### src/hw/sss_defs.vh
// Constants for the SPI slave with semaphore and memory access
`ifndef SSS_DEFS_VH
`define SSS_DEFS_VH
`define SSS_BYTE_BITS 8
`define SSS_BIT_CNT_W 3
`define SSS_CNT_W 15
`define SSS_ADDR_W 16
`define SSS_ST_IDLE 2'h0
`define SSS_ST_GRANTED 2'h1
`define SSS_ST_IGNORED 2'h2
`define SSS_ST_FINISH 2'h3
`define SSS_SEM_FREE 2'h0
`define SSS_SEM_CPU 2'h1
`define SSS_SEM_SLAVE 2'h2
`define SSS_RST_BYTE 8'h00
`define SSS_RST_CNT 15'h0000
`endif

### src/hw/sss_spi_slave.v
// SPI slave with semaphore-shared RAM buffers
`timescale 1ns/10ps
`include "sss_defs.vh"
// Function
// - All four clock modes chosen by polarity and phase; master must match.
// - Transmit channel reads RAM bytes, receive channel writes received bytes.
// - Receive limit above transmit limit: over-read fill after transmit buffer ends.
// - Transaction done raised only after all RAM accesses finished.
// - CPU requests semaphore, waits for grant, gives it back afterwards.
// - Give task returns semaphore from CPU; no effect when CPU lacks it.
// - Semaphore never blocks CPU access to pointers or RAM.
// - On enable CPU owns semaphore with no granted event.
// - Request while CPU owns semaphore raises granted event at once.
// - Select fall tries semaphore; failure ignores whole transaction with ignored fill.
// - Simultaneous CPU and slave requests: CPU wins.
// - Granted transaction stores received bytes, shifts out transmit bytes.
// - Granted transaction end releases semaphore and raises done event.
// - Free semaphore allows back-to-back transactions reusing same pointers.
// - Done-to-CPU shortcut hands semaphore to CPU after each granted transaction.
// - CPU request during slave ownership stays pending until slave releases.
// - Shortcut plus pending CPU request serves only one request after done.
// - Bytes beyond receive limit set receive-excess flag and are discarded.
// - Bytes beyond transmit limit set transmit-excess flag and send over-read fill.
// - Byte counters updated at granted end; fills excluded, written bytes counted.
// - Receive-buffer-full event raised when receive buffer becomes full.
// - Excess flags cleared only by writing one to their bit.
// - Data-out stays undriven while chip select is high.
module sss_spi_slave #(
   parameter CNT_W = `SSS_CNT_W,
   parameter ADDR_W = `SSS_ADDR_W
) (
   input wire CORE_CLK,
   input wire NRST,
   input wire ENABLE,
   input wire CPOL,
   input wire CPHA,
   input wire LSB_FIRST,
   input wire END_ACQUIRE,
   input wire TASK_ACQUIRE,
   input wire TASK_RELEASE,
   input wire [ADDR_W-1:0] RX_BUFFER_POINTER,
   input wire [ADDR_W-1:0] TX_BUFFER_POINTER,
   input wire [CNT_W-1:0] RX_BUFFER_LIMIT,
   input wire [CNT_W-1:0] TX_BUFFER_LIMIT,
   input wire [7:0] IGNORED_FILL_CHARACTER,
   input wire [7:0] TX_EXCESS_FLAG_FILL_CHARACTER,
   input wire CLEAR_TX_EXCESS,
   input wire CLEAR_RX_EXCESS,
   input wire CSN,
   input wire SCK,
   input wire MOSI,
   output reg MISO_OUT,
   output reg MISO_OE,
   output reg [ADDR_W-1:0] MEM_ADDR,
   output reg MEM_RD,
   output reg MEM_WR,
   output reg [7:0] MEM_WDATA,
   input wire [7:0] MEM_RDATA,
   input wire MEM_ACK,
   output reg EVENT_END,
   output reg EVENT_ACQUIRED,
   output reg RX_BUFFER_FULL_EVENT,
   output reg [1:0] SEM_STATUS,
   output reg TX_EXCESS_FLAG,
   output reg RX_EXCESS_FLAG,
   output reg [CNT_W-1:0] RX_BYTE_COUNTER,
   output reg [CNT_W-1:0] TX_BYTE_COUNTER
);
   reg [1:0] csn_s, sck_s, mosi_s;
   reg sck_d, csn_d;
   reg [1:0] state;
   reg [1:0] sem;
   reg cpu_pending;
   reg [2:0] bit_cnt;
   reg [7:0] rx_shift, tx_shift;
   reg [CNT_W-1:0] rx_cnt, tx_cnt;
   reg rx_pend, tx_pend;
   reg [7:0] rx_hold;
   reg [7:0] tx_next;
   reg tx_next_ok;
   // Synchronised pin levels and their edges
   wire csn_n = csn_s[1];
   wire sck_n = sck_s[1];
   wire sel_fall = csn_d & ~csn_n;
   wire sel_rise = ~csn_d & csn_n;
   wire sck_rise = ~sck_d & sck_n;
   wire sck_fall = sck_d & ~sck_n;
   // Leading edge leaves idle level; sample edge picked by phase
   wire lead = CPOL ? sck_fall : sck_rise;
   wire trail = CPOL ? sck_rise : sck_fall;
   wire sample = CPHA ? trail : lead;
   wire shift = CPHA ? lead : trail;
   wire granted = state == `SSS_ST_GRANTED;
   wire mem_busy = MEM_RD | MEM_WR | rx_pend | tx_pend;
   // Receive shifter input and choice of the next transmit byte
   wire in_bit = mosi_s[1];
   wire [7:0] rx_byte = LSB_FIRST ? {in_bit, rx_shift[7:1]} : {rx_shift[6:0], in_bit};
   wire first_bit_next = LSB_FIRST ? tx_shift[0] : tx_shift[7];
   wire [7:0] load_byte = (tx_next_ok && tx_cnt < TX_BUFFER_LIMIT) ? tx_next : TX_EXCESS_FLAG_FILL_CHARACTER;

   // Two-flop synchronisers and edge history
   always @(posedge CORE_CLK or negedge NRST) begin
      if (!NRST) begin
         csn_s <= 2'h3;
         sck_s <= 2'h0;
         mosi_s <= 2'h0;
         csn_d <= 1'b1;
         sck_d <= 1'b0;
      end else begin
         csn_s <= {csn_s[0], CSN};
         sck_s <= {sck_s[0], SCK};
         mosi_s <= {mosi_s[0], MOSI};
         csn_d <= csn_s[1];
         sck_d <= sck_s[1];
      end
   end

   // Semaphore, transaction sequencing, shifting and memory channels
   always @(posedge CORE_CLK or negedge NRST) begin
      if (!NRST) begin
         state <= `SSS_ST_IDLE;
         sem <= `SSS_SEM_FREE;
         cpu_pending <= 1'b0;
         bit_cnt <= 3'h0;
         rx_shift <= `SSS_RST_BYTE;
         tx_shift <= `SSS_RST_BYTE;
         rx_cnt <= `SSS_RST_CNT;
         tx_cnt <= `SSS_RST_CNT;
         rx_pend <= 1'b0;
         tx_pend <= 1'b0;
         rx_hold <= `SSS_RST_BYTE;
         tx_next <= `SSS_RST_BYTE;
         tx_next_ok <= 1'b0;
         MISO_OUT <= 1'b0;
         MISO_OE <= 1'b0;
         MEM_ADDR <= {ADDR_W{1'b0}};
         MEM_RD <= 1'b0;
         MEM_WR <= 1'b0;
         MEM_WDATA <= `SSS_RST_BYTE;
         EVENT_END <= 1'b0;
         EVENT_ACQUIRED <= 1'b0;
         RX_BUFFER_FULL_EVENT <= 1'b0;
         SEM_STATUS <= `SSS_SEM_FREE;
         TX_EXCESS_FLAG <= 1'b0;
         RX_EXCESS_FLAG <= 1'b0;
         RX_BYTE_COUNTER <= `SSS_RST_CNT;
         TX_BYTE_COUNTER <= `SSS_RST_CNT;
      end else begin
         EVENT_END <= 1'b0;
         EVENT_ACQUIRED <= 1'b0;
         RX_BUFFER_FULL_EVENT <= 1'b0;
         // Flags clear on a write of one; a set in the same cycle wins below
         if (CLEAR_TX_EXCESS)
            TX_EXCESS_FLAG <= 1'b0;
         if (CLEAR_RX_EXCESS)
            RX_EXCESS_FLAG <= 1'b0;
         // Disabled: any transaction is dropped and the CPU holds the semaphore
         if (!ENABLE) begin
            state <= `SSS_ST_IDLE;
            sem <= `SSS_SEM_CPU;
            cpu_pending <= 1'b0;
            MEM_RD <= 1'b0;
            MEM_WR <= 1'b0;
            rx_pend <= 1'b0;
            tx_pend <= 1'b0;
            MISO_OE <= 1'b0;
         end else begin
            // CPU semaphore tasks; pointers and RAM stay open to the CPU regardless
            if (TASK_ACQUIRE) begin
               if (sem == `SSS_SEM_CPU || sem == `SSS_SEM_FREE) begin
                  sem <= `SSS_SEM_CPU;
                  EVENT_ACQUIRED <= 1'b1;
               end else
                  cpu_pending <= 1'b1;
            end else if (TASK_RELEASE && sem == `SSS_SEM_CPU)
               sem <= `SSS_SEM_FREE;
            case (state)
               `SSS_ST_IDLE: begin
                  if (sel_fall) begin
                     // Bit position and byte counts restart with every selection
                     bit_cnt <= 3'h0;
                     rx_cnt <= `SSS_RST_CNT;
                     tx_cnt <= `SSS_RST_CNT;
                     tx_next_ok <= 1'b0;
                     MISO_OE <= 1'b1;
                     // CPU request in the same cycle takes precedence
                     if (sem == `SSS_SEM_FREE && !TASK_ACQUIRE) begin
                        sem <= `SSS_SEM_SLAVE;
                        state <= `SSS_ST_GRANTED;
                        MEM_ADDR <= TX_BUFFER_POINTER;
                        MEM_RD <= (TX_BUFFER_LIMIT != `SSS_RST_CNT);
                        // Phase 0 needs a first bit before any clock edge; fill until RAM answers
                        tx_shift <= LSB_FIRST ? {1'b0, TX_EXCESS_FLAG_FILL_CHARACTER[7:1]}
                           : {TX_EXCESS_FLAG_FILL_CHARACTER[6:0], 1'b0};
                        MISO_OUT <= LSB_FIRST ? TX_EXCESS_FLAG_FILL_CHARACTER[0] : TX_EXCESS_FLAG_FILL_CHARACTER[7];
                     end else begin
                        state <= `SSS_ST_IGNORED;
                        tx_shift <= LSB_FIRST ? {1'b0, IGNORED_FILL_CHARACTER[7:1]}
                           : {IGNORED_FILL_CHARACTER[6:0], 1'b0};
                        MISO_OUT <= LSB_FIRST ? IGNORED_FILL_CHARACTER[0] : IGNORED_FILL_CHARACTER[7];
                     end
                  end
               end
               `SSS_ST_GRANTED, `SSS_ST_IGNORED: begin
                  if (sel_rise) begin
                     MISO_OE <= 1'b0;
                     state <= granted ? `SSS_ST_FINISH : `SSS_ST_IDLE;
                  end else begin
                     if (sample) begin
                        rx_shift <= rx_byte;
                        bit_cnt <= bit_cnt + 3'h1;
                        if (bit_cnt == 3'h7 && granted) begin
                           if (rx_cnt < RX_BUFFER_LIMIT) begin
                              rx_hold <= rx_byte;
                              rx_pend <= 1'b1;
                              rx_cnt <= rx_cnt + {{(CNT_W-1){1'b0}}, 1'b1};
                              if (rx_cnt + {{(CNT_W-1){1'b0}}, 1'b1} == RX_BUFFER_LIMIT)
                                 RX_BUFFER_FULL_EVENT <= 1'b1;
                           end else
                              RX_EXCESS_FLAG <= 1'b1;
                        end
                     end
                     if (shift) begin
                        // Byte boundary loads the next byte, else shift the current one
                        if (bit_cnt == 3'h0) begin
                           if (granted) begin
                              tx_shift <= LSB_FIRST ? {1'b0, load_byte[7:1]} : {load_byte[6:0], 1'b0};
                              MISO_OUT <= LSB_FIRST ? load_byte[0] : load_byte[7];
                              if (tx_next_ok && tx_cnt < TX_BUFFER_LIMIT) begin
                                 tx_cnt <= tx_cnt + {{(CNT_W-1){1'b0}}, 1'b1};
                                 tx_next_ok <= 1'b0;
                                 tx_pend <= 1'b1;
                              end else
                                 TX_EXCESS_FLAG <= 1'b1;
                           end else begin
                              tx_shift <= LSB_FIRST ? {1'b0, IGNORED_FILL_CHARACTER[7:1]}
                                 : {IGNORED_FILL_CHARACTER[6:0], 1'b0};
                              MISO_OUT <= LSB_FIRST ? IGNORED_FILL_CHARACTER[0] : IGNORED_FILL_CHARACTER[7];
                           end
                        end else begin
                           MISO_OUT <= first_bit_next;
                           tx_shift <= LSB_FIRST ? {1'b0, tx_shift[7:1]} : {tx_shift[6:0], 1'b0};
                        end
                     end
                  end
               end
               `SSS_ST_FINISH: begin
                  // Wait for memory channels to drain before signalling done
                  if (!mem_busy) begin
                     state <= `SSS_ST_IDLE;
                     EVENT_END <= 1'b1;
                     RX_BYTE_COUNTER <= rx_cnt;
                     TX_BYTE_COUNTER <= tx_cnt;
                     // One grant only: shortcut, pending and same-cycle requests merge
                     if (END_ACQUIRE || cpu_pending || TASK_ACQUIRE) begin
                        sem <= `SSS_SEM_CPU;
                        EVENT_ACQUIRED <= 1'b1;
                     end else
                        sem <= `SSS_SEM_FREE;
                     cpu_pending <= 1'b0;
                  end
               end
               default: state <= `SSS_ST_IDLE;
            endcase
            // Memory channel: one access at a time, write before read
            if (MEM_ACK && (MEM_RD || MEM_WR)) begin
               if (MEM_RD) begin
                  // Phase 0: the first byte goes straight to the pin before the first edge
                  if (!CPHA && granted && tx_cnt == `SSS_RST_CNT && bit_cnt == 3'h0) begin
                     tx_shift <= LSB_FIRST ? {1'b0, MEM_RDATA[7:1]} : {MEM_RDATA[6:0], 1'b0};
                     MISO_OUT <= LSB_FIRST ? MEM_RDATA[0] : MEM_RDATA[7];
                     tx_cnt <= tx_cnt + {{(CNT_W-1){1'b0}}, 1'b1};
                     tx_pend <= 1'b1;
                  end else begin
                     tx_next <= MEM_RDATA;
                     tx_next_ok <= 1'b1;
                  end
               end
               MEM_RD <= 1'b0;
               MEM_WR <= 1'b0;
            end else if (!MEM_RD && !MEM_WR) begin
               if (rx_pend) begin
                  rx_pend <= 1'b0;
                  MEM_WR <= 1'b1;
                  MEM_WDATA <= rx_hold;
                  // Write address is that of the byte just counted
                  MEM_ADDR <= RX_BUFFER_POINTER + {{(ADDR_W-CNT_W){1'b0}}, rx_cnt} - {{(ADDR_W-1){1'b0}}, 1'b1};
               end else if (tx_pend) begin
                  tx_pend <= 1'b0;
                  if (tx_cnt < TX_BUFFER_LIMIT && state == `SSS_ST_GRANTED) begin
                     MEM_RD <= 1'b1;
                     MEM_ADDR <= TX_BUFFER_POINTER + {{(ADDR_W-CNT_W){1'b0}}, tx_cnt};
                  end
               end
            end
         end
         SEM_STATUS <= sem;
      end
   end
endmodule // sss_spi_slave

### config.mk
export PLATFORM = sky130hd
export DESIGN_NAME = sss_spi_slave
export DESIGN_NICKNAME = d
export VERILOG_FILES = /design/src/hw/sss_spi_slave.v
export VERILOG_INCLUDE_DIRS = /design/src /design/src/hw
export SDC_FILE = /design/constraint.sdc
export NUM_CORES = 1
export LEC_CHECK = 0
export ABC_AREA = 1
export BUFFER_PORTS_ARGS = -buffer_cell sky130_fd_sc_hd__buf_4
export CAP_MARGIN = 0
export CORE_AREA = 2 2 154 156
export CTS_BUF_LIST = sky130_fd_sc_hd__clkbuf_4 sky130_fd_sc_hd__clkbuf_8 sky130_fd_sc_hd__clkbuf_16
export CTS_CLUSTER_SIZE = 24
export DETAILED_ROUTE_END_ITERATION = 8
export DIE_AREA = 0 0 156 158
export GPL_ROUTABILITY_DRIVEN = 0
export PLACE_DENSITY = 0.7
export SLEW_MARGIN = 20
export SYNTH_ARGS = -nofsm -noshare
export SYNTH_HDL_FRONTEND = slang
export SYNTH_SLANG_ARGS = --single-unit
export TNS_END_PERCENT = 100
### constraint.sdc
create_clock -name CORE_CLK -period 3.8 [get_ports CORE_CLK]
set_input_delay 0.76 -clock CORE_CLK [delete_from_list [all_inputs] [get_ports CORE_CLK]]
set_output_delay 0.76 -clock CORE_CLK [all_outputs]
set_load 0.05 [all_outputs]
After elaboration in Yosys (flattened, before gate mapping)

Index checks and enable logic that the tools add are counted.

Add/sub/neg operators: 6
Order comparisons: 2
Equality and inequality tests: 17
Muxes and demuxes: 165
Bitwise gates (word level): 15
Reduce and logical (&&, ||, !) cells: 35

Operators with widths:

| operator                                                              | count |
|---|---|
| 15-bit 2-to-1 mux                                                     | 14 |
| 16-bit 2-to-1 mux                                                     | 8 |
| 8-bit 2-to-1 mux                                                      | 16 |
| 1-bit 2-to-1 mux                                                      | 102 |
| 15-bit case mux with 2 select lines                                   | 2 |
| 16-bit by 15-bit adder with 16-bit output                             | 2 |
| 15-bit by 1-bit adder with 15-bit output (second input constant)      | 2 |
| 15-bit less-than comparator                                           | 2 |
| 2-bit 2-to-1 mux                                                      | 13 |
| 8-bit case mux with 2 select lines                                    | 1 |
| 16-bit by 1-bit subtractor with 16-bit output (second input constant) | 1 |
| 15-bit == test                                                        | 1 |
| 15-bit logical NOT                                                    | 1 |
| 15-bit nonzero test                                                   | 1 |
| 4-bit AND reduction                                                   | 3 |
| 1-bit logical AND                                                     | 10 |
| 2-bit != test (second input constant)                                 | 5 |
| 3-bit 2-to-1 mux                                                      | 3 |
| 3-bit by 1-bit != test with 1-bit output (second input constant)      | 3 |
| 3-bit != test (second input constant)                                 | 3 |
| 3-bit AND reduction                                                   | 3 |
| 1-bit NOT                                                             | 8 |
| 7-bit AND reduction                                                   | 1 |
| 1-bit case mux with 2 select lines                                    | 3 |
| other kinds (18)                                                      | 32 |

Register bits: 146
Bits of input ports: 101
Output and inout port bits: 65
Logic and storage cells: 272

Longest topological paths before layout

Gate-level depths: netlist (run 1).

Word-level depth: 13
Depth in mapped cells: 22

Worst setup path after synthesis (run 1)

Ideal clock, no wire load.

Kind: input -> register
From: in RX_BUFFER_POINTER[1]
To: reg MEM_ADDR[13]
Setup time: 118 ps
Data arrival time: 2,567 ps
Data required time: 3,682 ps
Setup slack: 1,115 ps
Stages on the path: 17
Cell sequence: inv_1 -> ha_1 -> inv_1 -> ha_1 -> inv_1 -> fa_1 -> inv_1 -> nand3b_1 -> nand3_1 -> inv_1 -> o21ai_0 -> or2_2 -> nand3_1 -> nand2_1 -> nand2_1 -> nand2_1 -> nand2_1

Longest elaborated chain between the ends: 5

Ends and longest elaborated chain:

| what                                          | RTL line            | source |
|---|---|---|
| from (decl)                                   | sss_spi_slave.v:41  | `input wire [ADDR_W-1:0] RX_BUFFER_POINTER,` |
| 16-bit by 15-bit adder with 16-bit output     | sss_spi_slave.v:287 | `MEM_ADDR <= RX_BUFFER_POINTER + {{(ADDR_W-CNT_W){1'b0}}, rx_cnt} - {{(ADDR_W-1){1'b0}}, 1'b1};` |
| 16-bit by 1-bit subtractor with 16-bit output | sss_spi_slave.v:287 |  |
| 16-bit 2-to-1 mux                             | sss_spi_slave.v:282 | `if (rx_pend) begin` |
| 16-bit 2-to-1 mux                             | sss_spi_slave.v:281 | `end else if (!MEM_RD && !MEM_WR) begin` |
| 16-bit 2-to-1 mux                             | sss_spi_slave.v:266 | `if (MEM_ACK && (MEM_RD \|\| MEM_WR)) begin` |
| to (signal assigned)                          | sss_spi_slave.v:136 | `MEM_ADDR <= {ADDR_W{1'b0}};` |
| to (signal assigned)                          | sss_spi_slave.v:287 |  |
| to (signal assigned)                          | sss_spi_slave.v:292 | `MEM_ADDR <= TX_BUFFER_POINTER + {{(ADDR_W-CNT_W){1'b0}}, tx_cnt};` |
| to (decl)                                     | sss_spi_slave.v:54  | `output reg [ADDR_W-1:0] MEM_ADDR,` |

No other way between the ends.
A chain may end at the register's enable or synchronous reset.

Worst setup path in the final report (run 1)

From: reg tx_cnt[13]
To: reg tx_cnt[8]

Longest elaborated chain between the ends: 11
Elaborated cells on any way between the ends: 14

Ends and longest elaborated chain:

| what                                | RTL line            | source |
|---|---|---|
| from (decl)                         | sss_spi_slave.v:76  | `reg [CNT_W-1:0] rx_cnt, tx_cnt;` |
| from (signal assigned)              | sss_spi_slave.v:128 | `` tx_cnt <= `SSS_RST_CNT; `` |
| from (signal assigned)              | sss_spi_slave.v:183 | `` tx_cnt <= `SSS_RST_CNT; `` |
| from (signal assigned)              | sss_spi_slave.v:230 | `tx_cnt <= tx_cnt + {{(CNT_W-1){1'b0}}, 1'b1};` |
| 15-bit less-than comparator         | sss_spi_slave.v:229 | `if (tx_next_ok && tx_cnt < TX_BUFFER_LIMIT) begin` |
| 1-bit logical AND                   | sss_spi_slave.v:229 |  |
| 15-bit 2-to-1 mux                   | sss_spi_slave.v:229 |  |
| 15-bit 2-to-1 mux                   | sss_spi_slave.v:226 | `if (granted) begin` |
| 15-bit 2-to-1 mux                   | sss_spi_slave.v:225 | `if (bit_cnt == 3'h0) begin` |
| 15-bit 2-to-1 mux                   | sss_spi_slave.v:223 | `if (shift) begin` |
| 15-bit 2-to-1 mux                   | sss_spi_slave.v:205 | `if (sel_rise) begin` |
| 15-bit case mux with 2 select lines | sss_spi_slave.v:177 | `case (state)` |
| 15-bit 2-to-1 mux                   | sss_spi_slave.v:269 | `` if (!CPHA && granted && tx_cnt == `SSS_RST_CNT && bit_cnt == 3'h0) begin `` |
| 15-bit 2-to-1 mux                   | sss_spi_slave.v:267 | `if (MEM_RD) begin` |
| 15-bit 2-to-1 mux (*)               | sss_spi_slave.v:266 |  |

Every way passes the cells marked *; elsewhere a longest branch is shown, timed or not.

==> results.sh, run 1 <==
export IMPL_cts_max_level=4
export IMPL_critPathKind="flop to flop"
export IMPL_critPathArrivalTime_ns=3.32
export IMPL_cp_common_cell="nand2_1"
export IMPL_cp_max_fo=11
export IMPL_clock_latency_ns=0.44
export IMPL_ys_seq_elements=146
export IMPL_syn_to_final_growth_pct=19.04
export IMPL_cts_hold_buffers=0
export IMPL_synthXorXnorAreaFrac_pct=2.688
export IMPL_yosys_area_top_type="dfrtp_1"
export IMPL_syn_nets=1799
export IMPL_synthAdderAreaFrac_pct=9.465
export IMPL_synthCells=1614
export IMPL_dr_first_iter_drc_count=1084
export IMPL_finClkSkew_ns=0.01034
export IMPL_nets=1948
export IMPL_synth_commonest_cells="nand2_1 (408), inv_1 (223), o21ai_0 (148), dfrtp_1 (143), a21oi_1 (136)"
export IMPL_clk_pin_slew_ns=0.07
export IMPL_fin_crit_sh_pct=79.64
export IMPL_clock_path_buffers=2
export IMPL_grt_max_degree=68
export IMPL_design_area_sq_mm=0.01341
export IMPL_endpoint_kind="flop"
export IMPL_drc=0
export IMPL_max_slew_margin_rel_pct=49.94
export IMPL_syn_avg_cell_area_sq_um=6.979
export IMPL_seqPwrFrac_pct=29.4
export IMPL_ys_warn_count=0
export IMPL_finalSetupViolCount=0
export IMPL_crit_cells=15
export IMPL_drv_cap=0
export IMPL_die_area_sq_mm=0.02465
export IMPL_dieHeight_um=158
export IMPL_setup_tns_ns=0
export IMPL_portBuffers=165
export IMPL_p_switching_mw=3.654
export IMPL_cts_sinks=146
export IMPL_postCtsSetupBuffers=0
export IMPL_grt_first_pass_wirelength_um=53920
export IMPL_antenna_found_initial=0
export IMPL_r2r_cells=15
export IMPL_grt_use_total_pct=27.50
export IMPL_root_buffer="clkbuf_16"
export IMPL_place_area_sq_mm=0.01281
export IMPL_core_area_sq_mm=0.02305
export IMPL_synthesis_area_sq_mm=0.01126
export IMPL_vias=11480
export IMPL_row_count=56
export IMPL_first_pass_iters=6
export IMPL_max_stage_delay_ns=0.55
export IMPL_numCtsBuffers=17
export IMPL_path_cells="ha_1, nand2_2, inv_2, nand2_1, nand2_1, a21oi_4, nand3_2, inv_1, nand2_1, nand2_1, o221ai_1, nand3_1, o21ai_0, nand2_1, o21ai_0"
export IMPL_die_w_um=156
export IMPL_rsz0062_at_grt="false"
export IMPL_p_clk_share_pct=22.3
export IMPL_pwr_density_cell_mw_per_mm2=583.4
export IMPL_critPathTopFamily="simple AND/OR/NAND/NOR gates"
export IMPL_synth_edf_count=0
export IMPL_hold_path_class="input pin to asynchronous set/reset pin"
export IMPL_cts_resized=0
export IMPL_overflow=0
export IMPL_ant_nets=0
export IMPL_clock_fmax_mhz=330.5
export IMPL_synth_simple_gate_area_share_pct=25.75
export IMPL_ir_drop_mv=0.4412
export IMPL_synth_ff_type="dfrtp_1"
export IMPL_synth_compound_area_share_pct=18.73
export IMPL_maxSlewViolCount=0
export IMPL_period_needed_ns=3.026
export IMPL_antennaDiodeCount=0
export IMPL_start_kind="flop"
export IMPL_synth_top_family_by_area="simple AND/OR/NAND/NOR gates"
export IMPL_io_pins=166
export IMPL_path_buf_inv=2
export IMPL_synth_cell_type_count=63
export IMPL_viasPerCell=5.555
export IMPL_cp_slowest_cell="dfrtp_1"
export IMPL_synth_seq_area_share_pct=32.47
export IMPL_p_int_mw=4.168
export IMPL_synthMuxAreaShare_pct=0.9109
export IMPL_status="finished clean"
export IMPL_synth_most_common_cell="nand2_1"
export IMPL_wirelength_um=33510
export IMPL_cts_tree="yes"
export IMPL_required_ns=4.09
export IMPL_synthArstFlopShare_pct=100.0
export IMPL_drive_gt1_share_pct=15.09
export IMPL_synth_top_area_share_pct=31.77
export IMPL_hold_viol=0
export IMPL_grt_pass1_vias=10740
export IMPL_synthTopCellsByArea="dfrtp_1 (32%), nand2_1 (14%), ha_1 (9.1%)"
export IMPL_initial_core_util_pct=48.86
export IMPL_dp_hpwl_um=25130
export IMPL_comb_power_share_pct=48.3
export IMPL_leakage_nw=6.804
export IMPL_sw_frac_of_total_pct=46.72
export IMPL_tightestPinTransition_ns=0.7451
export IMPL_wire_per_inst_um=16.22
==> state kept, by name, indices dropped and copies added (netlist names), 3 cells and up <==
| register | flops |
|---|---|
| rx_cnt | 15 |
| MEM_WDATA | 8 |
| rx_hold | 8 |
| rx_shift | 8 |
| tx_next | 8 |
| bit_cnt | 3 |
| tx_cnt | 15 |
| MEM_ADDR | 16 |
| TX_BYTE_COUNTER | 15 |
| RX_BYTE_COUNTER | 15 |
| tx_shift | 8 |
==> per-layer routing <==
metal	global-route usage (%)	up-vias	share of wire (%)
met5	0	-	0
met4	12.19	0	3.3
met3	5.667	72	8.2
met2	44.29	484	45
met1	35.86	5294	43
li1	-	5626	-
==> metrics by stage <==
| stage | setup WS (ns) | hold WS (ns) | power [mW] | instances | utilization (%) |
|---|---|---|---|---|---|
| 3_3_place_gp | 0.5746 | 0.3349 | 6.000 | 2034 | 55.59 |
| 3_5_place_dp | 0.4723 | 0.3355 | 6.053 | 2034 | 55.59 |
| 2_1_floorplan | 1.115 | 0.3312 | 4.907 | 1614 | - |
| 6_report | 0.7738 | 0.2638 | 7.822 | 2066 | 58.16 |
| 5_1_grt | 0.5577 | 0.2952 | 8.318 | 2066 | 58.16 |
| 4_1_cts | 0.8162 | 0.2751 | 7.818 | 2066 | 58.16 |
==> cells by family after synthesis <==
family | after synthesis
and+or+nand+nor | 674
adders and majority gates | 84
xor gates and xnor gates | 33
muxes | 10
AOI/OAI and AO/OA | 376
buffers and inverters | 291
DFF | 146
==> layout make-up <==
cell class	count	area, sq um
clock buffer	17	425.4
clock inverter	15	167.7
fill	2184	9644
inverter	232	870.8
multi-input combinational	1177	6489
sequential	146	3657
tap	290	362.8
timing repair buffer	189	1435
==> path summary, 6_finish.rpt <==
kind	startpoint	to	slack, ns
max in group asynchronous	NRST	tx_next[1]$_DFFE_PN0P_	2.66
hold / removal	NRST	TX_BYTE_COUNTER[6]$_DFFE_PN0P_	0.26
setup reg to reg	tx_cnt[13]$_DFFE_PN0P_	tx_cnt[8]$_DFFE_PN0P_	0.77
setup / recovery	tx_cnt[13]$_DFFE_PN0P_	tx_cnt[8]$_DFFE_PN0P_	0.77
min in group CORE_CLK	sck_s[0]$_DFF_PN0_	sck_s[1]$_DFF_PN0_	0.35
hold reg to reg	sck_s[0]$_DFF_PN0_	sck_s[1]$_DFF_PN0_	0.35
==> power by group through the flow <==
stage / registers, mW / clock network (mW) / logic (mW)
after floorplan: 3.13 / 0 / 1.78
after global placement: 2.31 / 0 / 3.69
after detailed placement: 2.31 / 0 / 3.74
after CTS: 2.29 / 1.76 / 3.76
after global routing: 2.35 / 1.83 / 4.14
final: 2.30 / 1.74 / 3.78
==> placed cells by master, fill, tap and decap left out, drive strengths merged, types with 8 or more instances in the layout <==
master / instances
a21oi: 137
buf: 189
clkbuf: 17
dfrtp: 143
ha: 82
inv: 239
mux2i: 8
nand2: 411
nand3: 87
nand4: 20
nor2: 114
nor3: 21
nor4: 8
o211ai: 21
o21ai: 161
o221ai: 8
o22ai: 8
or2: 11
xor2: 25
No activity file was read; power rests on OpenSTA's default activity.
==> inputs of run 2 (changes only) <==
--- a/config.mk
+++ b/config.mk
@@ -6,16 +6,16 @@
 export SDC_FILE = /design/constraint.sdc
 export NUM_CORES = 1
 export LEC_CHECK = 0
-export ABC_AREA = 1
+export ABC_AREA = 0
 export BUFFER_PORTS_ARGS = -buffer_cell sky130_fd_sc_hd__buf_4
 export CAP_MARGIN = 0
-export CORE_AREA = 2 2 154 156
+export CORE_AREA = 2 2 151 153
 export CTS_BUF_LIST = sky130_fd_sc_hd__clkbuf_4 sky130_fd_sc_hd__clkbuf_8 sky130_fd_sc_hd__clkbuf_16
 export CTS_CLUSTER_SIZE = 24
 export DETAILED_ROUTE_END_ITERATION = 8
-export DIE_AREA = 0 0 156 158
+export DIE_AREA = 0 0 153 155
 export GPL_ROUTABILITY_DRIVEN = 0
-export PLACE_DENSITY = 0.7
+export PLACE_DENSITY = 0.73
 export SLEW_MARGIN = 20
 export SYNTH_ARGS = -nofsm -noshare
 export SYNTH_HDL_FRONTEND = slang
==> constraint.sdc (replaced) <==
create_clock -name CORE_CLK -period 2.5 [get_ports CORE_CLK]
set_input_delay 0.5 -clock CORE_CLK [delete_from_list [all_inputs] [get_ports CORE_CLK]]
set_output_delay 0.5 -clock CORE_CLK [all_outputs]
set_load 0.05 [all_outputs]
==> run 2 against run 1 <==
The run now ends with negative hold slack, negative setup slack left; utilization grew 11 points; count of clock-buffer cells in the layout is the same; cell area grew 14%; via count down 4.0%; setup slack got worse by 0.98 ns; largest cell class unchanged; highest routed layer unchanged; critical path depth down 3.
==> results.sh, run 2 <==
export IMPL_ir_drop_mv=0.5726
export IMPL_dr_first_iter_drc_count=710
export IMPL_nets=1743
export IMPL_tightestPinTransition_ns=0.5647
export IMPL_root_buffer="clkbuf_16"
export IMPL_synth_seq_area_share_pct=33.65
export IMPL_r2r_cells=12
export IMPL_worstReg2RegStart="rx_cnt[5]$_DFFE_PN0P_"
export IMPL_setup_ws_ns=-0.2108
export IMPL_dieHeight_um=155
export IMPL_cts_max_level=4
export IMPL_required_ns=2.86
export IMPL_syn_nets=1418
export IMPL_syn_avg_cell_area_sq_um=8.814
export IMPL_die_area_sq_mm=0.02372
export IMPL_fin_crit_sh_pct=108.4
export IMPL_cts_hold_buffers=0
export IMPL_critPathKind="flop to flop"
export IMPL_synth_ff_type="dfrtp_1"
export IMPL_portBuffers=165
export IMPL_overflow=0
export IMPL_cp_max_fo=5
export IMPL_final_common_cell="buf_4"
export IMPL_path_cells="buf_4, buf_4, ha_4, a21o_1, a21oi_1, nor2_1, nor3_2, a21oi_2, o21a_2, or3_4, buf_8, o22ai_2"
export IMPL_endpoint_kind="flop"
export IMPL_cp_slowest_cell="dfrtp_2"
export IMPL_grt_max_degree=45
export IMPL_fill_cells=1709
export IMPL_dp_hpwl_um=25790
export IMPL_synthArstFlopShare_pct=100.0
export IMPL_max_stage_delay_ns=0.44
export IMPL_largest_register_ffs=16
export IMPL_synthesis_area_sq_mm=0.01087
export IMPL_maxSlewViolCount=0
export IMPL_hold_ws_ns=-0.007248
export IMPL_finClkSkew_ns=0.01535
export IMPL_rr_endpoint="rx_pend$_DFF_PN0_"
export IMPL_clk_pin_slew_ns=0.07
export IMPL_io_pins=166
export IMPL_ys_seq_elements=146
export IMPL_antennaDiodeCount=0
export IMPL_first_pass_iters=5
export IMPL_synth_commonest_cells="dfrtp_1 (143), nand2_1 (124), inv_1 (113), ha_1 (82), o21ai_0 (82)"
export IMPL_synthTopCellsByArea="dfrtp_1 (33%), ha_1 (9.4%), nand2_1 (4.3%)"
export IMPL_drive_gt1_share_pct=39.21
export IMPL_violations="negative hold slack, negative setup slack"
export IMPL_viasPerCell=5.934
export IMPL_synth_cell_type_count=85
export IMPL_leakage_nw=7.379
export IMPL_synth_edf_count=0
export IMPL_clock_fmax_mhz=368.9
export IMPL_layout_common_cells="buf_4 (338), dfrtp_1 (138), nand2_1 (122)"
export IMPL_rsz0062_at_grt="true"
export IMPL_status="complete, but fails checks"
export IMPL_synth_most_common_cell="dfrtp_1"
export IMPL_drv_cap=0
export IMPL_core_area_sq_mm=0.02223
export IMPL_synthCells=1233
export IMPL_ys_warn_count=0
export IMPL_hold_path_class="input pin to asynchronous set/reset pin"
export IMPL_wirelength_um=35530
export IMPL_clock_path_buffers=2
export IMPL_drc=0
export IMPL_synth_top_area_share_pct=32.93
export IMPL_period_needed_ns=2.711
export IMPL_syn_to_final_growth_pct=41.23
export IMPL_cp_common_cell="buf_4"
export IMPL_initial_core_util_pct=48.89
export IMPL_cts_tree="yes"
export IMPL_final_core_util_pct=69.05
export IMPL_pwr_density_cell_mw_per_mm2=691.5
export IMPL_cts_sinks=146
export IMPL_wire_per_inst_um=19.14
export IMPL_grt_pass1_vias=10640
export IMPL_r2r_slack_ns=-0.21
export IMPL_hold_viol=2
export IMPL_row_count=55
export IMPL_vias=11010
export IMPL_antenna_found_initial=0
export IMPL_start_kind="flop"
export IMPL_finalSetupViolCount=46
export IMPL_clock_latency_ns=0.44
export IMPL_regMostFlops="MEM_ADDR"
export IMPL_max_slew_margin_rel_pct=62.25
export IMPL_grt_use_total_pct=28.72
export IMPL_die_w_um=153
export IMPL_grt_first_pass_wirelength_um=54740
export IMPL_yosys_area_top_type="dfrtp_1"
export IMPL_numCtsBuffers=17
export IMPL_ant_nets=0
export IMPL_critPathArrivalTime_ns=3.07
run 2: cell types whose count changed after synthesis, sizes merged, moves of 12 or more:
cell | before | now
a21oi | 137 | 62
a32oi | 0 | 12
and3 | 0 | 28
inv | 230 | 115
mux2 | 2 | 37
mux2i | 8 | 40
nand2 | 411 | 124
nand2b | 0 | 12
nand3 | 87 | 35
nor2 | 114 | 54
o21a | 0 | 13
o21ai | 161 | 116
xnor2 | 7 | 32
run 2: worst max path at each step:
stage / startpoint / to
finish: rx_cnt[5]$_DFFE_PN0P_ / rx_pend$_DFF_PN0_
global route: rx_cnt[6]$_DFFE_PN0P_ / RX_BUFFER_FULL_EVENT$_DFF_PN0_
CTS: tx_cnt[5]$_DFFE_PN0P_ / tx_shift[2]$_DFFE_PN0P_
detailed placement: TX_BUFFER_LIMIT[5] / tx_shift[2]$_DFFE_PN0P_
global placement: TX_BUFFER_LIMIT[5] / tx_shift[2]$_DFFE_PN0P_
floorplan: TX_BUFFER_LIMIT[4] / tx_cnt[10]$_DFFE_PN0P_
run 2: cell type report:
cell class | instances | area (sq um) | share of cell area (%)
clock buffers | 17 | 425.4 | 2.772
clock inverters | 15 | 162.7 | 1.060
inverters | 116 | 452.9 | 2.951
multi-input cells | 906 | 7306 | 47.60
flip-flops and latches | 146 | 3664 | 23.87
well taps | 285 | 356.6 | 2.323
repair buffers | 371 | 2982 | 19.43
run 2: worst max-delay path, delay by kind of cell, from the launching register on:
kind | cells | cell delay, ns
AOI/OAI and AO/OA | 5 | 0.82
adders and majority gates | 1 | 0.21
buffers and inverters | 3 | 0.46
DFF | 1 | 0.44
and+or+nand+nor | 3 | 0.71
run 2: routing by layer:
metal	GRT usage, %	routed length (um)	up-vias
li1	-	-	5116
met1	36.48	14250	5239
met2	48.22	17320	556
met3	5.850	2752	103
met4	11.55	1205	0
met5	0	0	-
run 2: cell families (layout without fill, tap and decap cells):
kind of cell | after synthesis | in the layout | share of synthesized area [%]
compound gates | 354 | 354 | 21.59
xor+xnor | 47 | 47 | 3.857
fa+ha+maj | 84 | 84 | 9.809
buf+inv | 181 | 519 | 6.562
flops | 146 | 146 | 33.65
mux | 84 | 84 | 9.072
simple gates | 337 | 337 | 15.46
run 2: what timing repair did:
action | in CTS | in global routing
pin swaps | 50 | 46
setup endpoints to repair | 49 | 66
gates resized for setup | 72 | 109
gates cloned | 2 | 2
setup buffers | 12 | 15
run 2: metrics by stage:
stage / instances / worst slack [ns] / TNS, ns / instance area, sq um / power (mW)
2_1_floorplan: 1233 / -0.1126 / -0.2956 / 11110 / 5.902
3_3_place_gp: 1795 / -0.3898 / -12.02 / 13800 / 7.421
3_5_place_dp: 1795 / -0.4581 / -14.80 / 13800 / 7.543
4_1_cts: 1840 / -0.2400 / -4.030 / 14760 / 10.23
5_1_grt: 1856 / -0.3039 / -8.637 / 15350 / 11.18
6_report: 1856 / -0.2108 / -4.867 / 15350 / 10.61
run 2: where the power goes:
group          leakage [nW]  switching (mW)  total [mW]  internal [mW]
logic                  5.17            2.79        4.93           2.15
registers              1.92           0.358        3.08           2.72
clock network         0.286            1.26        2.60           1.34
total                  7.38            4.40        10.6           6.21
==> inputs of run 3 (changes only) <==
--- a/config.mk
+++ b/config.mk
@@ -11,7 +11,6 @@
 export CAP_MARGIN = 0
 export CORE_AREA = 2 2 151 153
 export CTS_BUF_LIST = sky130_fd_sc_hd__clkbuf_4 sky130_fd_sc_hd__clkbuf_8 sky130_fd_sc_hd__clkbuf_16
-export CTS_CLUSTER_SIZE = 24
 export DETAILED_ROUTE_END_ITERATION = 8
 export DIE_AREA = 0 0 153 155
 export GPL_ROUTABILITY_DRIVEN = 0
==> constraint.sdc (replaced) <==
create_clock -name CORE_CLK -period 2.3 [get_ports CORE_CLK]
set_input_delay 0.46 -clock CORE_CLK [delete_from_list [all_inputs] [get_ports CORE_CLK]]
set_output_delay 0.46 -clock CORE_CLK [all_outputs]
set_load 0.05 [all_outputs]
==> run 3 against run 2 <==
The run ends with negative setup slack left; combinational power up 8.3%; clock skew shrank 0.0012 ns; register-to-register slack got worse by 0.23 ns; critical path type unchanged; largest power group unchanged.
==> results.sh, run 3 (same netlist as run 2, synthesis figures left out) <==
export IMPL_nets=1778
export IMPL_setup_ws_ns=-0.4362
export IMPL_row_count=55
export IMPL_clock_latency_ns=0.44
export IMPL_cts_sinks=146
export IMPL_preCtsSetupSlack_ns=-0.5525
export IMPL_cts_max_level=4
export IMPL_grt_pass1_vias=10800
export IMPL_wire_per_inst_um=19.46
export IMPL_hold_path_class="input pin to flop"
export IMPL_grt_busiest_layer="met2"
export IMPL_die_w_um=153
export IMPL_max_slew_margin_rel_pct=60.65
export IMPL_r2r_cells=10
export IMPL_layout_common_cells="buf_4 (371), dfrtp_1 (138), nand2_1 (122)"
export IMPL_rsz0062_at_grt="true"
export IMPL_violations="negative setup slack"
export IMPL_die_area_sq_mm=0.02372
export IMPL_endpoint_kind="flop"
export IMPL_initial_core_util_pct=48.89
export IMPL_numCtsBuffers=17
export IMPL_clock_path_buffers=2
export IMPL_first_pass_iters=7
export IMPL_final_core_util_pct=71.15
export IMPL_grt_first_pass_wirelength_um=55920
export IMPL_grtUsageMet1_pct=36.38
export IMPL_grt_max_degree=59
export IMPL_status="complete, but fails checks"
export IMPL_hp_start="MOSI"
export IMPL_leakage_nw=7.582
export IMPL_finalSetupViolCount=68
export IMPL_io_pins=166
export IMPL_ant_nets=0
export IMPL_use_met2_pct=51.48
export IMPL_regMostFlops="MEM_ADDR"
export IMPL_drc=0
export IMPL_cts_tree="yes"
export IMPL_finClkSkew_ns=0.01413
export IMPL_fin_crit_sh_pct=119.0
export IMPL_period_needed_ns=2.736
export IMPL_critPathArrivalTime_ns=3.05
export IMPL_total_power_mw=11.51
export IMPL_critPathKind="flop to flop"
export IMPL_pwr_density_cell_mw_per_mm2=727.8
export IMPL_dieHeight_um=155
export IMPL_drive_gt1_share_pct=41.06
export IMPL_required_ns=2.61
export IMPL_hold_path_depth=1
export IMPL_start_kind="flop"
export IMPL_cp_max_fo=6
export IMPL_grt_use_total_pct=29.42
export IMPL_worstReg2RegStart="tx_cnt[5]$_DFFE_PN0P_"
export IMPL_maxSlewViolCount=0
export IMPL_clk_pin_slew_ns=0.07
export IMPL_overflow=0
export IMPL_dp_hpwl_um=25670
export IMPL_tightestPinTransition_ns=0.5880
export IMPL_critPathLaunch="tx_cnt[5]$_DFFE_PN0P_"
export IMPL_dr_first_iter_drc_count=837
export IMPL_ir_drop_mv=0.5274
export IMPL_final_common_cell="buf_4"
export IMPL_vias=11340
export IMPL_root_buffer="clkbuf_16"
export IMPL_r2r_slack_ns=-0.44
export IMPL_wirelength_um=36800
export IMPL_clock_fmax_mhz=365.5
export IMPL_grtUsageMet3_pct=6.072
export IMPL_antenna_found_initial=2
export IMPL_core_area_sq_mm=0.02223
export IMPL_drv_cap=0
export IMPL_portBuffers=165
export IMPL_syn_to_final_growth_pct=45.51
export IMPL_viasPerCell=5.997
export IMPL_largest_register_ffs=16
export IMPL_hold_viol=0
## run 3: cell types whose count changed in the layout (fill, tap and decap cells not counted), moves of 5 or more
cell,previous run,this run
buf_4,338,371
mux2_2,32,26
mux2_4,5,11
o31ai_1,10,4
o311ai_1,0,5
o31ai_2,3,8
## run 3: through the flow
stage | cell area, sq um | hold slack [ns] | setup TNS (ns) | cells
4_1_cts | 15280 | 0.1127 | -12.79 | 1874
3_3_place_gp | 14090 | 0.3363 | -19.82 | 1825
5_1_grt | 15810 | 0.1169 | -21.61 | 1890
2_1_floorplan | 11180 | 0.1644 | -2.977 | 1233
6_report | 15810 | 0.1245 | -15.92 | 1891
3_5_place_dp | 14090 | 0.3371 | -22.42 | 1825
## run 3: final cells by class
| type | count | area [sq um] |
|---|---|---|
| repair buffers | 405 | 3256 |
| flip-flops and latches | 146 | 3664 |
| well taps | 285 | 356.6 |
| clock buffers | 17 | 425.4 |
| fillers | 1649 | 6414 |
| multi-input cells | 907 | 7521 |
| inverters | 116 | 442.9 |
| clock inverters | 14 | 146.4 |
| diodes | 1 | 2.502 |
## run 3: repair_timing
item | 4_1_cts | 5_1_grt
endpoints found under the hold margin | 46 | 0
resized for setup | 103 | 89
hold buffers | 1 | 0
buffers inserted | 12 | 16
pin swaps | 46 | 34
cloned | 6 | 3
endpoints found under the setup margin | 76 | 76
## run 3: per-layer routing
metal	up-vias	part of all wire, %
met5	-	0
met4	0	3.6
met3	127	8.0
met2	605	49
met1	5406	39
li1	5202	-
## run 3: report_power, final
part	switching, mW	leakage, nW	total (mW)	internal, mW
clock network	1.29	0.278	2.81	1.52
registers	0.403	1.92	3.36	2.96
logic	3.00	5.38	5.34	2.34
## run 3: path summary, 6_finish.rpt
kind | to
min reg2reg | sck_s[1]$_DFF_PN0_
min | mosi_s[0]$_DFF_PN0_
max in group asynchronous | rx_cnt[0]$_DFFE_PN0P_
max | tx_shift[7]$_DFFE_PN0P_
min in group asynchronous | MEM_ADDR[3]$_DFFE_PN0P_
max reg2reg | tx_shift[7]$_DFFE_PN0P_
## run 3: worst max-delay path: stages (launching register included)
cell      delay [ns]
dfrtp_2         0.43
ha_4            0.25
a21o_1          0.15
a221o_1         0.38
a31oi_4         0.27
o211ai_4        0.19
buf_4           0.18
mux2_4          0.29
o211ai_2        0.13
a31oi_1         0.09
mux2_4          0.26
